### src/inc/wdog_pkg.sv
/*
 * Package for the locked watchdog timer: register offsets, field positions,
 * reset values, the lock key, timing constants and the bus carrier struct.
 * Assumes a single 100 MHz clock domain and a plain register port.
 */
`default_nettype none
package wdog_pkg;
    localparam int unsigned CLK_HZ = 100_000_000;
    localparam int unsigned TICK_HZ = 32_768;
    // Nearest whole divide; the tick rate is only approximate anyway
    localparam int unsigned TICK_DIV = (CLK_HZ + TICK_HZ / 2) / TICK_HZ;
    localparam int ADDR_W = 12;
    localparam logic [11:0] OFF_RELOAD = 12'h000;
    localparam logic [11:0] OFF_COUNT = 12'h004;
    localparam logic [11:0] OFF_CONTROL = 12'h008;
    localparam logic [11:0] OFF_ICLR = 12'h00C;
    localparam logic [11:0] OFF_RAW = 12'h010;
    localparam logic [11:0] OFF_MASKED = 12'h014;
    localparam logic [11:0] OFF_KEY = 12'hC00;
    localparam int IRQ_EN_POS = 0;
    localparam int RST_EN_POS = 1;
    localparam int FLAG_POS = 0;
    localparam logic [31:0] RELOAD_RST = 32'hFFFFFFFF;
    localparam logic [1:0] CONTROL_RST = 2'h0;
    localparam logic [31:0] UNLOCK_KEY = 32'h1ACCE551;
    localparam int RST_PULSE_CYC = 4;

    typedef struct packed {
        logic [11:0] addr;
        logic [31:0] wdata;
        logic wr;
        logic rd;
    } bus_req_s;
endpackage
`default_nettype wire

### src/logic/locked_watchdog_timer.sv
/*
 * Locked watchdog timer: 32-bit down counter ticking at about 32.768 kHz,
 * interrupt on expiry, reset request on a second unserved expiry, key lock.
 * Assumes synchronous inputs on clk_in and a master that never waits.
 */
`default_nettype none
module locked_watchdog_timer #(
    parameter int unsigned TICK_DIV_P = wdog_pkg::TICK_DIV
) (
    input wire logic clk_in,
    input wire logic nrst_in,
    input wire logic [wdog_pkg::ADDR_W-1:0] addr_in,
    input wire logic [31:0] wdata_in,
    input wire logic wr_in,
    input wire logic rd_in,
    output logic [31:0] rdata_out,
    output logic irq_out,
    output logic sys_reset_out
);
    import wdog_pkg::*;

    ////////////////////////////////////////////////////////////////////////////
    logic [31:0] reload_value;
    logic [31:0] count;
    logic irq_enable_bit;
    logic reset_output_enable_bit;
    logic raw_irq_flag;
    logic locked;
    logic [31:0] div_cnt;
    logic [2:0] rst_cnt;
    bus_req_s req;

    assign req = '{addr: addr_in, wdata: wdata_in, wr: wr_in, rd: rd_in};

    wire unlocked_wr = req.wr && !locked;
    wire wr_reload = unlocked_wr && req.addr == OFF_RELOAD;
    wire wr_control = unlocked_wr && req.addr == OFF_CONTROL;
    wire wr_iclr = unlocked_wr && req.addr == OFF_ICLR;
    wire wr_key = req.wr && req.addr == OFF_KEY;
    wire tick = irq_enable_bit && div_cnt == TICK_DIV_P - 1;
    wire expire = tick && count == 32'h00000000;
    wire enabling = wr_control && req.wdata[IRQ_EN_POS] && !irq_enable_bit;
    wire masked_irq_flag = raw_irq_flag && irq_enable_bit;
    wire fire_reset = expire && raw_irq_flag && reset_output_enable_bit;

    ////////////////////////////////////////////////////////////////////////////
    // Divider runs only while enabled, so each restart gets a full first tick
    always_ff @(posedge clk_in or negedge nrst_in) begin
        if (!nrst_in) begin
            div_cnt <= 32'h00000000;
        end else if (!irq_enable_bit || tick || wr_reload || wr_iclr) begin
            div_cnt <= 32'h00000000;
        end else begin
            div_cnt <= div_cnt + 32'h00000001;
        end
    end

    always_ff @(posedge clk_in or negedge nrst_in) begin
        if (!nrst_in) begin
            reload_value <= RELOAD_RST;
        end else if (wr_reload) begin
            reload_value <= req.wdata;
        end
    end

    // Reload from the new value on a reload write, else from the stored one
    always_ff @(posedge clk_in or negedge nrst_in) begin
        if (!nrst_in) begin
            count <= RELOAD_RST;
        end else if (wr_reload) begin
            count <= req.wdata;
        end else if (wr_iclr || enabling) begin
            count <= reload_value;
        end else if (expire) begin
            count <= reload_value;
        end else if (tick) begin
            count <= count - 32'h00000001;
        end
    end

    always_ff @(posedge clk_in or negedge nrst_in) begin
        if (!nrst_in) begin
            irq_enable_bit <= CONTROL_RST[IRQ_EN_POS];
            reset_output_enable_bit <= CONTROL_RST[RST_EN_POS];
        end else if (wr_control) begin
            irq_enable_bit <= req.wdata[IRQ_EN_POS];
            reset_output_enable_bit <= req.wdata[RST_EN_POS];
        end
    end

    // An expiry in the clearing cycle wins, so no event is lost
    always_ff @(posedge clk_in or negedge nrst_in) begin
        if (!nrst_in) begin
            raw_irq_flag <= 1'b0;
        end else if (expire) begin
            raw_irq_flag <= 1'b1;
        end else if (wr_iclr) begin
            raw_irq_flag <= 1'b0;
        end
    end

    always_ff @(posedge clk_in or negedge nrst_in) begin
        if (!nrst_in) begin
            locked <= 1'b0;
        end else if (wr_key) begin
            locked <= req.wdata != UNLOCK_KEY;
        end
    end

    // Stretched pulse so slow reset logic still sees it
    always_ff @(posedge clk_in or negedge nrst_in) begin
        if (!nrst_in) begin
            rst_cnt <= 3'h0;
        end else if (fire_reset) begin
            rst_cnt <= 3'(RST_PULSE_CYC);
        end else if (rst_cnt != 3'h0) begin
            rst_cnt <= rst_cnt - 3'h1;
        end
    end

    ////////////////////////////////////////////////////////////////////////////
    logic [31:0] rd_mux;
    always_comb begin
        unique case (req.addr)
            OFF_RELOAD: rd_mux = reload_value;
            OFF_COUNT: rd_mux = count;
            OFF_CONTROL: rd_mux = {30'h0, reset_output_enable_bit, irq_enable_bit};
            OFF_RAW: rd_mux = {31'h0, raw_irq_flag};
            OFF_MASKED: rd_mux = {31'h0, masked_irq_flag};
            OFF_KEY: rd_mux = {31'h0, locked};
            default: rd_mux = 32'h00000000;
        endcase
    end

    always_ff @(posedge clk_in or negedge nrst_in) begin
        if (!nrst_in) begin
            rdata_out <= 32'h00000000;
        end else begin
            rdata_out <= req.rd ? rd_mux : 32'h00000000;
        end
    end

    always_ff @(posedge clk_in or negedge nrst_in) begin
        if (!nrst_in) begin
            irq_out <= 1'b0;
            sys_reset_out <= 1'b0;
        end else begin
            irq_out <= masked_irq_flag;
            sys_reset_out <= fire_reset || rst_cnt > 3'h1;
        end
    end

    ////////////////////////////////////////////////////////////////////////////
    property p_reload_restart;
        @(posedge clk_in) disable iff (!nrst_in)
        wr_reload |=> count == $past(wdata_in) && reload_value == $past(wdata_in);
    endproperty
    a_reload_restart: assert property (p_reload_restart) else $error("reload restart");

    property p_expire_reload;
        @(posedge clk_in) disable iff (!nrst_in)
        expire && !wr_reload && !wr_iclr |=> count == reload_value && raw_irq_flag;
    endproperty
    a_expire_reload: assert property (p_expire_reload) else $error("expiry reload");

    property p_clear;
        @(posedge clk_in) disable iff (!nrst_in)
        wr_iclr && !expire && !wr_reload |=> !raw_irq_flag && count == reload_value;
    endproperty
    a_clear: assert property (p_clear) else $error("clear");

    property p_second_reset;
        @(posedge clk_in) disable iff (!nrst_in)
        expire && raw_irq_flag && reset_output_enable_bit |=> sys_reset_out [*4];
    endproperty
    a_second_reset: assert property (p_second_reset) else $error("reset pulse");

    property p_no_reset;
        @(posedge clk_in) disable iff (!nrst_in)
        $rose(sys_reset_out) |-> $past(reset_output_enable_bit) && $past(raw_irq_flag);
    endproperty
    a_no_reset: assert property (p_no_reset) else $error("spurious reset");

    property p_hold;
        @(posedge clk_in) disable iff (!nrst_in)
        !irq_enable_bit && !wr_reload && !wr_control && !wr_iclr |=> $stable(count);
    endproperty
    a_hold: assert property (p_hold) else $error("count moved");

    property p_lock;
        @(posedge clk_in) disable iff (!nrst_in)
        locked && wr_in && addr_in == OFF_CONTROL |=> $stable(irq_enable_bit);
    endproperty
    a_lock: assert property (p_lock) else $error("locked write");

    property p_lock_read;
        @(posedge clk_in) disable iff (!nrst_in)
        rd_in && addr_in == OFF_KEY |=> rdata_out == {31'h0, $past(locked)};
    endproperty
    a_lock_read: assert property (p_lock_read) else $error("lock read");

    property p_irq;
        @(posedge clk_in) disable iff (!nrst_in)
        1'b1 |=> irq_out == $past(raw_irq_flag && irq_enable_bit);
    endproperty
    a_irq: assert property (p_irq) else $error("irq out");

    property p_tick_gap;
        @(posedge clk_in) disable iff (!nrst_in)
        tick |=> !tick [*8];
    endproperty
    a_tick_gap: assert property (p_tick_gap) else $error("tick spacing");

    property p_tick_step;
        @(posedge clk_in) disable iff (!nrst_in)
        tick && count != 32'h00000000 && !wr_reload && !wr_iclr |=> count == $past(count) - 32'h00000001;
    endproperty
    a_tick_step: assert property (p_tick_step) else $error("tick step");

    property p_enable_restart;
        @(posedge clk_in) disable iff (!nrst_in)
        enabling |=> count == reload_value;
    endproperty
    a_enable_restart: assert property (p_enable_restart) else $error("enable restart");

    property p_div_hold;
        @(posedge clk_in) disable iff (!nrst_in)
        !irq_enable_bit |=> div_cnt == 32'h00000000;
    endproperty
    a_div_hold: assert property (p_div_hold) else $error("divider ran");

    property p_flag_hold;
        @(posedge clk_in) disable iff (!nrst_in)
        raw_irq_flag && !wr_iclr |=> raw_irq_flag;
    endproperty
    a_flag_hold: assert property (p_flag_hold) else $error("flag dropped");

    property p_flag_source;
        @(posedge clk_in) disable iff (!nrst_in)
        $rose(raw_irq_flag) |-> $past(expire);
    endproperty
    a_flag_source: assert property (p_flag_source) else $error("flag without expiry");

    property p_unlock;
        @(posedge clk_in) disable iff (!nrst_in)
        wr_in && addr_in == OFF_KEY && wdata_in == UNLOCK_KEY |=> !locked;
    endproperty
    a_unlock: assert property (p_unlock) else $error("unlock");

    property p_relock;
        @(posedge clk_in) disable iff (!nrst_in)
        wr_in && addr_in == OFF_KEY && wdata_in != UNLOCK_KEY |=> locked;
    endproperty
    a_relock: assert property (p_relock) else $error("relock");

    property p_lock_keep;
        @(posedge clk_in) disable iff (!nrst_in)
        !wr_key |=> $stable(locked);
    endproperty
    a_lock_keep: assert property (p_lock_keep) else $error("lock moved");

    property p_locked_reload;
        @(posedge clk_in) disable iff (!nrst_in)
        locked && wr_in && addr_in == OFF_RELOAD |=> $stable(reload_value);
    endproperty
    a_locked_reload: assert property (p_locked_reload) else $error("locked reload");

    property p_lock_rst_en;
        @(posedge clk_in) disable iff (!nrst_in)
        locked && wr_in && addr_in == OFF_CONTROL |=> $stable(reset_output_enable_bit);
    endproperty
    a_lock_rst_en: assert property (p_lock_rst_en) else $error("locked reset enable");

    property p_reload_read;
        @(posedge clk_in) disable iff (!nrst_in)
        rd_in && addr_in == OFF_RELOAD |=> rdata_out == $past(reload_value);
    endproperty
    a_reload_read: assert property (p_reload_read) else $error("reload read");

    property p_count_read;
        @(posedge clk_in) disable iff (!nrst_in)
        rd_in && addr_in == OFF_COUNT |=> rdata_out == $past(count);
    endproperty
    a_count_read: assert property (p_count_read) else $error("count read");

    property p_count_write;
        @(posedge clk_in) disable iff (!nrst_in)
        wr_in && addr_in == OFF_COUNT && !tick |=> $stable(count);
    endproperty
    a_count_write: assert property (p_count_write) else $error("count written");

    property p_clear_read;
        @(posedge clk_in) disable iff (!nrst_in)
        rd_in && addr_in == OFF_ICLR |=> rdata_out == 32'h00000000;
    endproperty
    a_clear_read: assert property (p_clear_read) else $error("clear read");

    property p_control_read;
        @(posedge clk_in) disable iff (!nrst_in)
        rd_in && addr_in == OFF_CONTROL |=>
            rdata_out == {30'h0, $past(reset_output_enable_bit), $past(irq_enable_bit)};
    endproperty
    a_control_read: assert property (p_control_read) else $error("control read");

    property p_irq_en_write;
        @(posedge clk_in) disable iff (!nrst_in)
        wr_control |=> irq_enable_bit == $past(wdata_in[IRQ_EN_POS]);
    endproperty
    a_irq_en_write: assert property (p_irq_en_write) else $error("irq enable write");

    property p_rst_en_write;
        @(posedge clk_in) disable iff (!nrst_in)
        wr_control |=> reset_output_enable_bit == $past(wdata_in[RST_EN_POS]);
    endproperty
    a_rst_en_write: assert property (p_rst_en_write) else $error("reset enable write");

    property p_reset_gate;
        @(posedge clk_in) disable iff (!nrst_in)
        !reset_output_enable_bit && rst_cnt == 3'h0 |=> !sys_reset_out;
    endproperty
    a_reset_gate: assert property (p_reset_gate) else $error("reset not gated");

    property p_raw_read;
        @(posedge clk_in) disable iff (!nrst_in)
        rd_in && addr_in == OFF_RAW |=> rdata_out == {31'h0, $past(raw_irq_flag)};
    endproperty
    a_raw_read: assert property (p_raw_read) else $error("raw read");

    property p_raw_write;
        @(posedge clk_in) disable iff (!nrst_in)
        wr_in && addr_in == OFF_RAW && !expire |=> $stable(raw_irq_flag);
    endproperty
    a_raw_write: assert property (p_raw_write) else $error("raw written");

    property p_masked_read;
        @(posedge clk_in) disable iff (!nrst_in)
        rd_in && addr_in == OFF_MASKED |=> rdata_out == {31'h0, $past(raw_irq_flag && irq_enable_bit)};
    endproperty
    a_masked_read: assert property (p_masked_read) else $error("masked read");

    property p_masked_write;
        @(posedge clk_in) disable iff (!nrst_in)
        wr_in && addr_in == OFF_MASKED && !expire |=> $stable(raw_irq_flag);
    endproperty
    a_masked_write: assert property (p_masked_write) else $error("masked written");

    property p_pulse_end;
        @(posedge clk_in) disable iff (!nrst_in)
        fire_reset ##1 !fire_reset [*4] |=> !sys_reset_out;
    endproperty
    a_pulse_end: assert property (p_pulse_end) else $error("reset pulse too long");

    c_expire: cover property (@(posedge clk_in) disable iff (!nrst_in) expire);
    c_reset: cover property (@(posedge clk_in) disable iff (!nrst_in) $rose(sys_reset_out));
    c_lock: cover property (@(posedge clk_in) disable iff (!nrst_in) $rose(locked));
    c_clear: cover property (@(posedge clk_in) disable iff (!nrst_in) wr_iclr && raw_irq_flag);
    c_restart: cover property (@(posedge clk_in) disable iff (!nrst_in) enabling);
endmodule
`default_nettype wire

### config.mk
export PLATFORM = sky130hd
export DESIGN_NAME = locked_watchdog_timer
export DESIGN_NICKNAME = d
export VERILOG_FILES = /design/src/inc/wdog_pkg.sv /design/src/logic/locked_watchdog_timer.sv
export SDC_FILE = /design/constraint.sdc
export NUM_CORES = 1
export LEC_CHECK = 0
export BUFFER_PORTS_ARGS = -buffer_cell sky130_fd_sc_hd__buf_2
export CAP_MARGIN = 15
export CORE_ASPECT_RATIO = 1.25
export CORE_MARGIN = 2
export CORE_UTILIZATION = 53
export DETAILED_ROUTE_END_ITERATION = 6
export PLACE_DENSITY = 0.8
export SYNTH_ARGS = -nofsm -noshare
export SYNTH_HDL_FRONTEND = slang
export SYNTH_SLANG_ARGS = --single-unit
### constraint.sdc
create_clock -name clk_in -period 2.7 [get_ports clk_in]
set_input_delay 0.405 -clock clk_in [delete_from_list [all_inputs] [get_ports clk_in]]
set_output_delay 0.405 -clock clk_in [all_outputs]
set_load 0.03 [all_outputs]
==> impl_metrics.env, run 1 <==
export IMPL_status="finished clean"
export IMPL_swShare_pct=22.9
export IMPL_finalPower_w=0.00478
export IMPL_die_w_um=107
export IMPL_grt_util_met3_pct=6.95
export IMPL_n_antenna_cell=0
export IMPL_synth_edf_count=0
export IMPL_grt_pass1_wl_um=31000
export IMPL_synth_largest_area_cell="dfrtp_1"
export IMPL_hp_class="input port to register"
export IMPL_grt_pass1_vias=6186
export IMPL_dieArea_um2=14100
export IMPL_setup_worst_path_start_class="register"
export IMPL_gr_total_overflow=0
export IMPL_worst_pin_slew_ns=0.669
export IMPL_p_per_area_nw_per_um2=559
export IMPL_path_buf_inv=3
export IMPL_drc=0
export IMPL_async_flop_share_pct=100
export IMPL_cts_max_level=4
export IMPL_grt_util_all_layers_pct=27.9
export IMPL_cp_required_ns=3.07
export IMPL_path_max_fanout=7
export IMPL_top_usage_layer="met2"
export IMPL_yosysWarnings=0
export IMPL_synth_most_common_cell="nand2_1"
export IMPL_slew_headroom_pct=55.2
export IMPL_hold_viol_final=0
export IMPL_fin_nets=932
export IMPL_portBuffers=81
export IMPL_synthFlopType="dfrtp_1"
export IMPL_finalSetupViolations=0
export IMPL_cts_buffers=17
export IMPL_cp_end_kind="register"
export IMPL_syn_area_um2=7000
export IMPL_worstSetupPathType="register to register"
export IMPL_clkPwrFrac_pct=49.1
export IMPL_synth_seq_cells=137
export IMPL_period_share_pct=96.8
export IMPL_vias_per_cell=5.94
export IMPL_yosysTopAreaCellShare_pct=26.1
export IMPL_cpPeakStageDelay_ns=0.46
export IMPL_synthCells=763
export IMPL_ios=82
export IMPL_worstPathCellList="inv_2 -> ha_4 -> or4b_4 -> nand4b_4 -> nor4_4 -> buf_4 -> a21oi_4 -> buf_4 -> a221o_1 -> a21oi_1 -> nor2_1"
export IMPL_cts_sinks=137
export IMPL_clk_pin_slew_ns=0.06
export IMPL_cts_buffer_depth=2
export IMPL_dp_hpwl_um=13200
export IMPL_synth_seq_area_share_pct=50.1
export IMPL_wl_um=19300
export IMPL_grt_max_degree=71
export IMPL_drv_cap=0
export IMPL_drive_gt1_share_pct=28.5
export IMPL_row_count=46
export IMPL_crit_path_frequent_cell="buf_4"
export IMPL_antenna_left=0
export IMPL_place_congestion=0.914
export IMPL_slew_viol_final=0
export IMPL_met1_usage_pct=33.9
export IMPL_seqPwrFrac_pct=45.9
export IMPL_start_util_pct=54.8
export IMPL_synth_area_leaders="dfrtp_1 26%, dfstp_2 24%, nand2_1 7.7%, nor2_1 6.0%, a22oi_1 3.5%"
export IMPL_antenna_found_initial=0
export IMPL_arrival_ns=2.98
export IMPL_rsz0062_at_grt="yes"
export IMPL_grt_util_met2_pct=47.2
export IMPL_placeableCoreArea_um2=12800
export IMPL_syn_area_per_cell_um2=9.17
export IMPL_fmax_mhz=383
export IMPL_die_h_um=132
export IMPL_via_count=6295
export IMPL_ys_types=60
export IMPL_syn_to_final_growth_pct=22.1
export IMPL_clock_latency_ns=0.43
export IMPL_p_switching_w=0.00109
export IMPL_nFillCells=1039
export IMPL_combPwrFrac_pct=5.0
export IMPL_utilization_pct=66.9
export IMPL_p_int_w=0.00368
export IMPL_wire_per_inst_um=18.2
export IMPL_first_iter_violations=550
export IMPL_p_leak_nw=3.87
export IMPL_crit_path_top_delay_cell="or4b_4"
export IMPL_period_needed_ns=2.61
export IMPL_yosys_top_cells_count="143 x nand2_1, 111 x nor2_1, 73 x dfrtp_1"
export IMPL_dr_pass1_iters=6
export IMPL_rrSetupSlack_ns=0.09
export IMPL_crit_family="simple AND/OR/NAND/NOR gates"
export IMPL_irDropWorstVdd_uv=483
export IMPL_cts_tree="built"
export IMPL_syn_nets=816
export IMPL_cts_root_buf="clkbuf_16"
export IMPL_fin_skew_ns=0.00908
==> logic make-up after synthesis <==
group / Yosys count / synth area share [%]
flip-flops: 137 / 50.1
buffers and inverters: 47 / 2.75
AO/OA/AOI/OAI: 131 / 13.1
AND/OR/NAND/NOR: 397 / 27.2
multiplexers: 6 / 0.894
XOR/XNOR: 40 / 5.01
adder cells (fa/ha/maj): 5 / 0.894
==> registers in the layout (all words and copies together), names as in the netlist, 3 cells and up <==
name,count
div_cnt,32
count,32
rdata_out,32
reload_value,32
rst_cnt,3
==> placed cells by master (no fill, tap or decap), types with 13 or more instances in the layout <==
master     count
nor2_1       108
nand3_1       32
dfrtp_1       73
nor3_1        15
a22oi_1       33
o21ai_0       20
nor4_1        17
xor2_1        25
dfstp_2       64
clkbuf_16     17
xnor2_1       15
buf_4         45
nand4_1       13
buf_2         80
nand2_1      143
==> per-layer routing <==
metal | up-vias | wire [µm]
met3 | 47 | 1300
li1 | 2929 | -
met5 | - | 0
met4 | 0 | 572
met2 | 271 | 9760
met1 | 3048 | 7620
==> worst reg2reg max path, stage by stage (launching register included) <==
cell      delay [ns]
dfstp_2         0.38
inv_2           0.08
ha_4            0.13
or4b_4          0.46
nand4b_4        0.21
nor4_4          0.37
buf_4           0.18
a21oi_4         0.08
buf_4           0.19
a221o_1         0.28
a21oi_1         0.11
nor2_1          0.05
==> worst paths after layout <==
| check | startpoint | cells past startpoint | endpoint |
|---|---|---|---|
| max | count[1]$_DFFE_PN1P_ | 11 | count[16]$_DFFE_PN1P_ |
| min | wdata_in[28] | 3 | reload_value[28]$_DFFE_PN1P_ |
| max reg2reg | count[1]$_DFFE_PN1P_ | 11 | count[16]$_DFFE_PN1P_ |
| min reg2reg | reload_value[21]$_DFFE_PN1P_ | 2 | reload_value[21]$_DFFE_PN1P_ |
| max in group asynchronous | nrst_in | 3 | reload_value[26]$_DFFE_PN1P_ |
| min in group asynchronous | nrst_in | 2 | rdata_out[6]$_DFF_PN0_ |
==> power by group through the flow <==
stage	clock network [W]	logic [W]	registers, W
2_1_floorplan	0	0.000112	0.00220
3_3_place_gp	0	0.000229	0.00222
3_5_place_dp	0	0.000238	0.00222
4_1_cts	0.00237	0.000241	0.00219
5_1_grt	0.00245	0.000274	0.00220
6_report	0.00234	0.000239	0.00219
==> per-stage QoR <==
stage | hold slack [ns] | instance area [µm²] | instances | TNS, ns | setup WS, ns
6_report | 0.186 | 8540 | 1060 | 0 | 0.0869
5_1_grt | 0.193 | 8540 | 1060 | -0.273 | -0.102
4_1_cts | 0.181 | 8400 | 1051 | 0 | 0.0629
3_5_place_dp | 0.348 | 7800 | 1018 | 0 | 0.0761
3_3_place_gp | 0.345 | 7800 | 1018 | 0 | 0.130
2_1_floorplan | 0.109 | 7000 | 763 | 0 | 0.119
==> layout make-up <==
type / instances / area [µm²] / share of cell area, %
Timing Repair Buffer: 132 / 821 / 9.61
Tap cell: 168 / 210 / 2.46
Clock buffer: 19 / 443 / 5.18
Multi-Input combinational cell: 579 / 3360 / 39.4
Clock inverter: 13 / 154 / 1.80
Sequential cell: 137 / 3510 / 41.1
Inverter: 12 / 45.0 / 0.527
==> timing repair <==
item,4_1_cts,5_1_grt
hold buffers,1,0
setup buffers,0,8
setup endpoints to repair,0,28
endpoints found under the hold margin,36,0
gates resized for setup,0,23
No activity file was read; power rests on OpenSTA's default activity.
==> run 2, diff against run 1 <==
clock period = 2.4 ns   (was 2.7 ns; I/O delays follow)
==> run 2 against run 1 <==
Compared with the run above:
- the flow now finishes with violations (setup timing)
- clock-buffer cell count grew 9
- first-iteration DRC count grew 29%
- sequential share of layout area down 2.6 points
- cell area rose by 6.8%
- power grew 17%
- sequential power is 12% higher
- die area did not move
- utilization grew 4.5 points
- sequential cell count unchanged
- highest routed layer unchanged
==> impl_metrics.env, run 2 (synthesis results as in run 1) <==
export IMPL_syn_to_final_growth_pct=30.3
export IMPL_start_util_pct=54.8
export IMPL_fin_nets=977
export IMPL_cts_max_level=4
export IMPL_wire_per_inst_um=18.4
export IMPL_first_iter_violations=710
export IMPL_period_share_pct=102
export IMPL_die_w_um=107
export IMPL_r2r_start="count[0]$_DFFE_PN1P_"
export IMPL_status="complete, but fails checks"
export IMPL_slew_headroom_pct=59.9
export IMPL_setup_ws_ns=-0.0520
export IMPL_die_h_um=132
export IMPL_clock_latency_ns=0.43
export IMPL_cts_buffers=17
export IMPL_path_max_fanout=8
export IMPL_fmax_mhz=408
export IMPL_place_congestion=0.941
export IMPL_via_count=6567
export IMPL_p_leak_nw=4.17
export IMPL_grt_util_all_layers_pct=29.1
export IMPL_antenna_left=0
export IMPL_grt_pass1_wl_um=32400
export IMPL_crit_path_top_delay_cell="or4b_4"
export IMPL_cts_sinks=137
export IMPL_antenna_found_initial=0
export IMPL_drive_gt1_share_pct=34.9
export IMPL_worstSetupPathType="register to register"
export IMPL_period_needed_ns=2.45
export IMPL_worst_pin_slew_ns=0.593
export IMPL_cts_buffer_depth=2
export IMPL_slew_viol_final=0
export IMPL_violations="setup timing"
export IMPL_combPwrFrac_pct=5.9
export IMPL_cp_end_kind="register"
export IMPL_finalSetupViolations=9
export IMPL_tns_ns=-0.246
export IMPL_min_from="wdata_in[13]"
export IMPL_clkPwrFrac_pct=50.4
export IMPL_p_per_area_nw_per_um2=615
export IMPL_hold_viol_final=0
export IMPL_drv_cap=0
export IMPL_irDropWorstVdd_uv=599
export IMPL_cp_required_ns=2.76
export IMPL_vias_per_cell=5.94
export IMPL_gr_total_overflow=0
export IMPL_row_count=46
export IMPL_p_int_w=0.00437
export IMPL_nFillCells=937
export IMPL_grt_max_degree=54
export IMPL_swShare_pct=22.0
export IMPL_hold_path_depth=3
export IMPL_dr_pass1_iters=7
export IMPL_cpPeakStageDelay_ns=0.46
export IMPL_wl_um=20300
export IMPL_seqPwrFrac_pct=43.8
export IMPL_min_to="reload_value[13]$_DFFE_PN1P_"
export IMPL_hp_class="input port to register"
export IMPL_area_sequential_um2=3510
export IMPL_placeableCoreArea_um2=12800
export IMPL_fin_skew_ns=0.00881
export IMPL_worstPathCellList="inv_2 -> ha_4 -> or4b_4 -> nand4b_4 -> nor4_4 -> buf_6 -> a21oi_4 -> buf_6 -> a221o_1 -> nand3_1"
export IMPL_dp_hpwl_um=13900
export IMPL_ff2ff_path_depth=10
export IMPL_arrival_ns=2.82
export IMPL_ios=82
export IMPL_multi_input_area_um2=3490
export IMPL_dieArea_um2=14100
export IMPL_rrSetupSlack_ns=-0.05
export IMPL_clk_pin_slew_ns=0.06
export IMPL_r2r_end="count[12]$_DFFE_PN1P_"
export IMPL_drc=0
export IMPL_rsz0062_at_grt="yes"
export IMPL_final_cell_mix="138 x nand2_1, 105 x nor2_1, 82 x buf_4"
export IMPL_setup_worst_path_start_class="register"
export IMPL_cts_root_buf="clkbuf_16"
export IMPL_finalPower_w=0.00561
export IMPL_grt_pass1_vias=6766
export IMPL_portBuffers=81
export IMPL_crit_path_frequent_cell="buf_6"
export IMPL_p_switching_w=0.00123
export IMPL_cts_tree="built"
export IMPL_final_common_cell="nand2_1"
export IMPL_n_antenna_cell=0
## run 2: worst max-delay path, delay by kind of cell, from the launching register on
kind / cells / cell delay (ns)
and+or+nand+nor: 4 / 1.11
DFF: 1 / 0.37
AOI/OAI and AO/OA: 2 / 0.38
buffers and inverters: 3 / 0.40
adders and majority gates: 1 / 0.12
## run 2: layer usage
metal	up-vias	global-route usage, %	share of wire [%]
met5	-	0	0
met4	0	13.3	3.1
met3	69	7.24	6.7
met2	282	50.6	52
met1	3190	33.5	38
li1	3026	-	-
## run 2: layout make-up
type | count | area share [%]
timing repair buffer | 177 | 13.4
sequential | 137 | 38.5
tap | 168 | 2.30
clock buffer | 28 | 6.35
inverter | 12 | 0.494
clock inverter | 4 | 0.796
multi-input combinational | 579 | 38.2
## run 2: worst max path at each step
stage                            endpoint  slack, ns                  from  depth (start not counted)
floorplan           count[14]$_DFFE_PN1P_      -0.16  count[1]$_DFFE_PN1P_                         10
global placement    count[12]$_DFFE_PN1P_      -0.01  count[1]$_DFFE_PN1P_                         10
detailed placement  count[12]$_DFFE_PN1P_      -0.05  count[1]$_DFFE_PN1P_                         10
CTS                  count[9]$_DFFE_PN1P_     -0.006  count[0]$_DFFE_PN1P_                         10
global route        count[12]$_DFFE_PN1P_      -0.14  count[0]$_DFFE_PN1P_                         10
finish              count[12]$_DFFE_PN1P_      -0.05  count[0]$_DFFE_PN1P_                         10
## run 2: through the flow
stage / setup WS, ns / std cells / util [%] / area (µm²) / hold slack [ns]
finish: -0.0520 / 1105 / 71.4 / 9120 / 0.144
global route: -0.140 / 1105 / 71.4 / 9120 / 0.162
CTS: -0.00614 / 1103 / 70.1 / 8960 / 0.140
detailed placement: -0.0527 / 1062 / 64.1 / 8190 / 0.326
global placement: -0.0110 / 1062 / 64.1 / 8190 / 0.320
floorplan: -0.160 / 763 / - / 7030 / 0.0644
## run 2: power by group through the flow
stage / Sequential [W] / Clock (W) / Combinational (W)
3_3_place_gp: 0.00248 / 0 / 0.000306
3_5_place_dp: 0.00248 / 0 / 0.000317
2_1_floorplan: 0.00248 / 0 / 0.000126
6_report: 0.00245 / 0.00282 / 0.000329
5_1_grt: 0.00246 / 0.00294 / 0.000369
4_1_cts: 0.00245 / 0.00284 / 0.000323
## run 2: what timing repair did
item	in CTS	in global routing
pin swaps	8	17
setup buffers	8	2
hold buffers	1	0
hold endpoints to repair	25	0
gates resized for setup	10	41
endpoints found under the setup margin	23	34
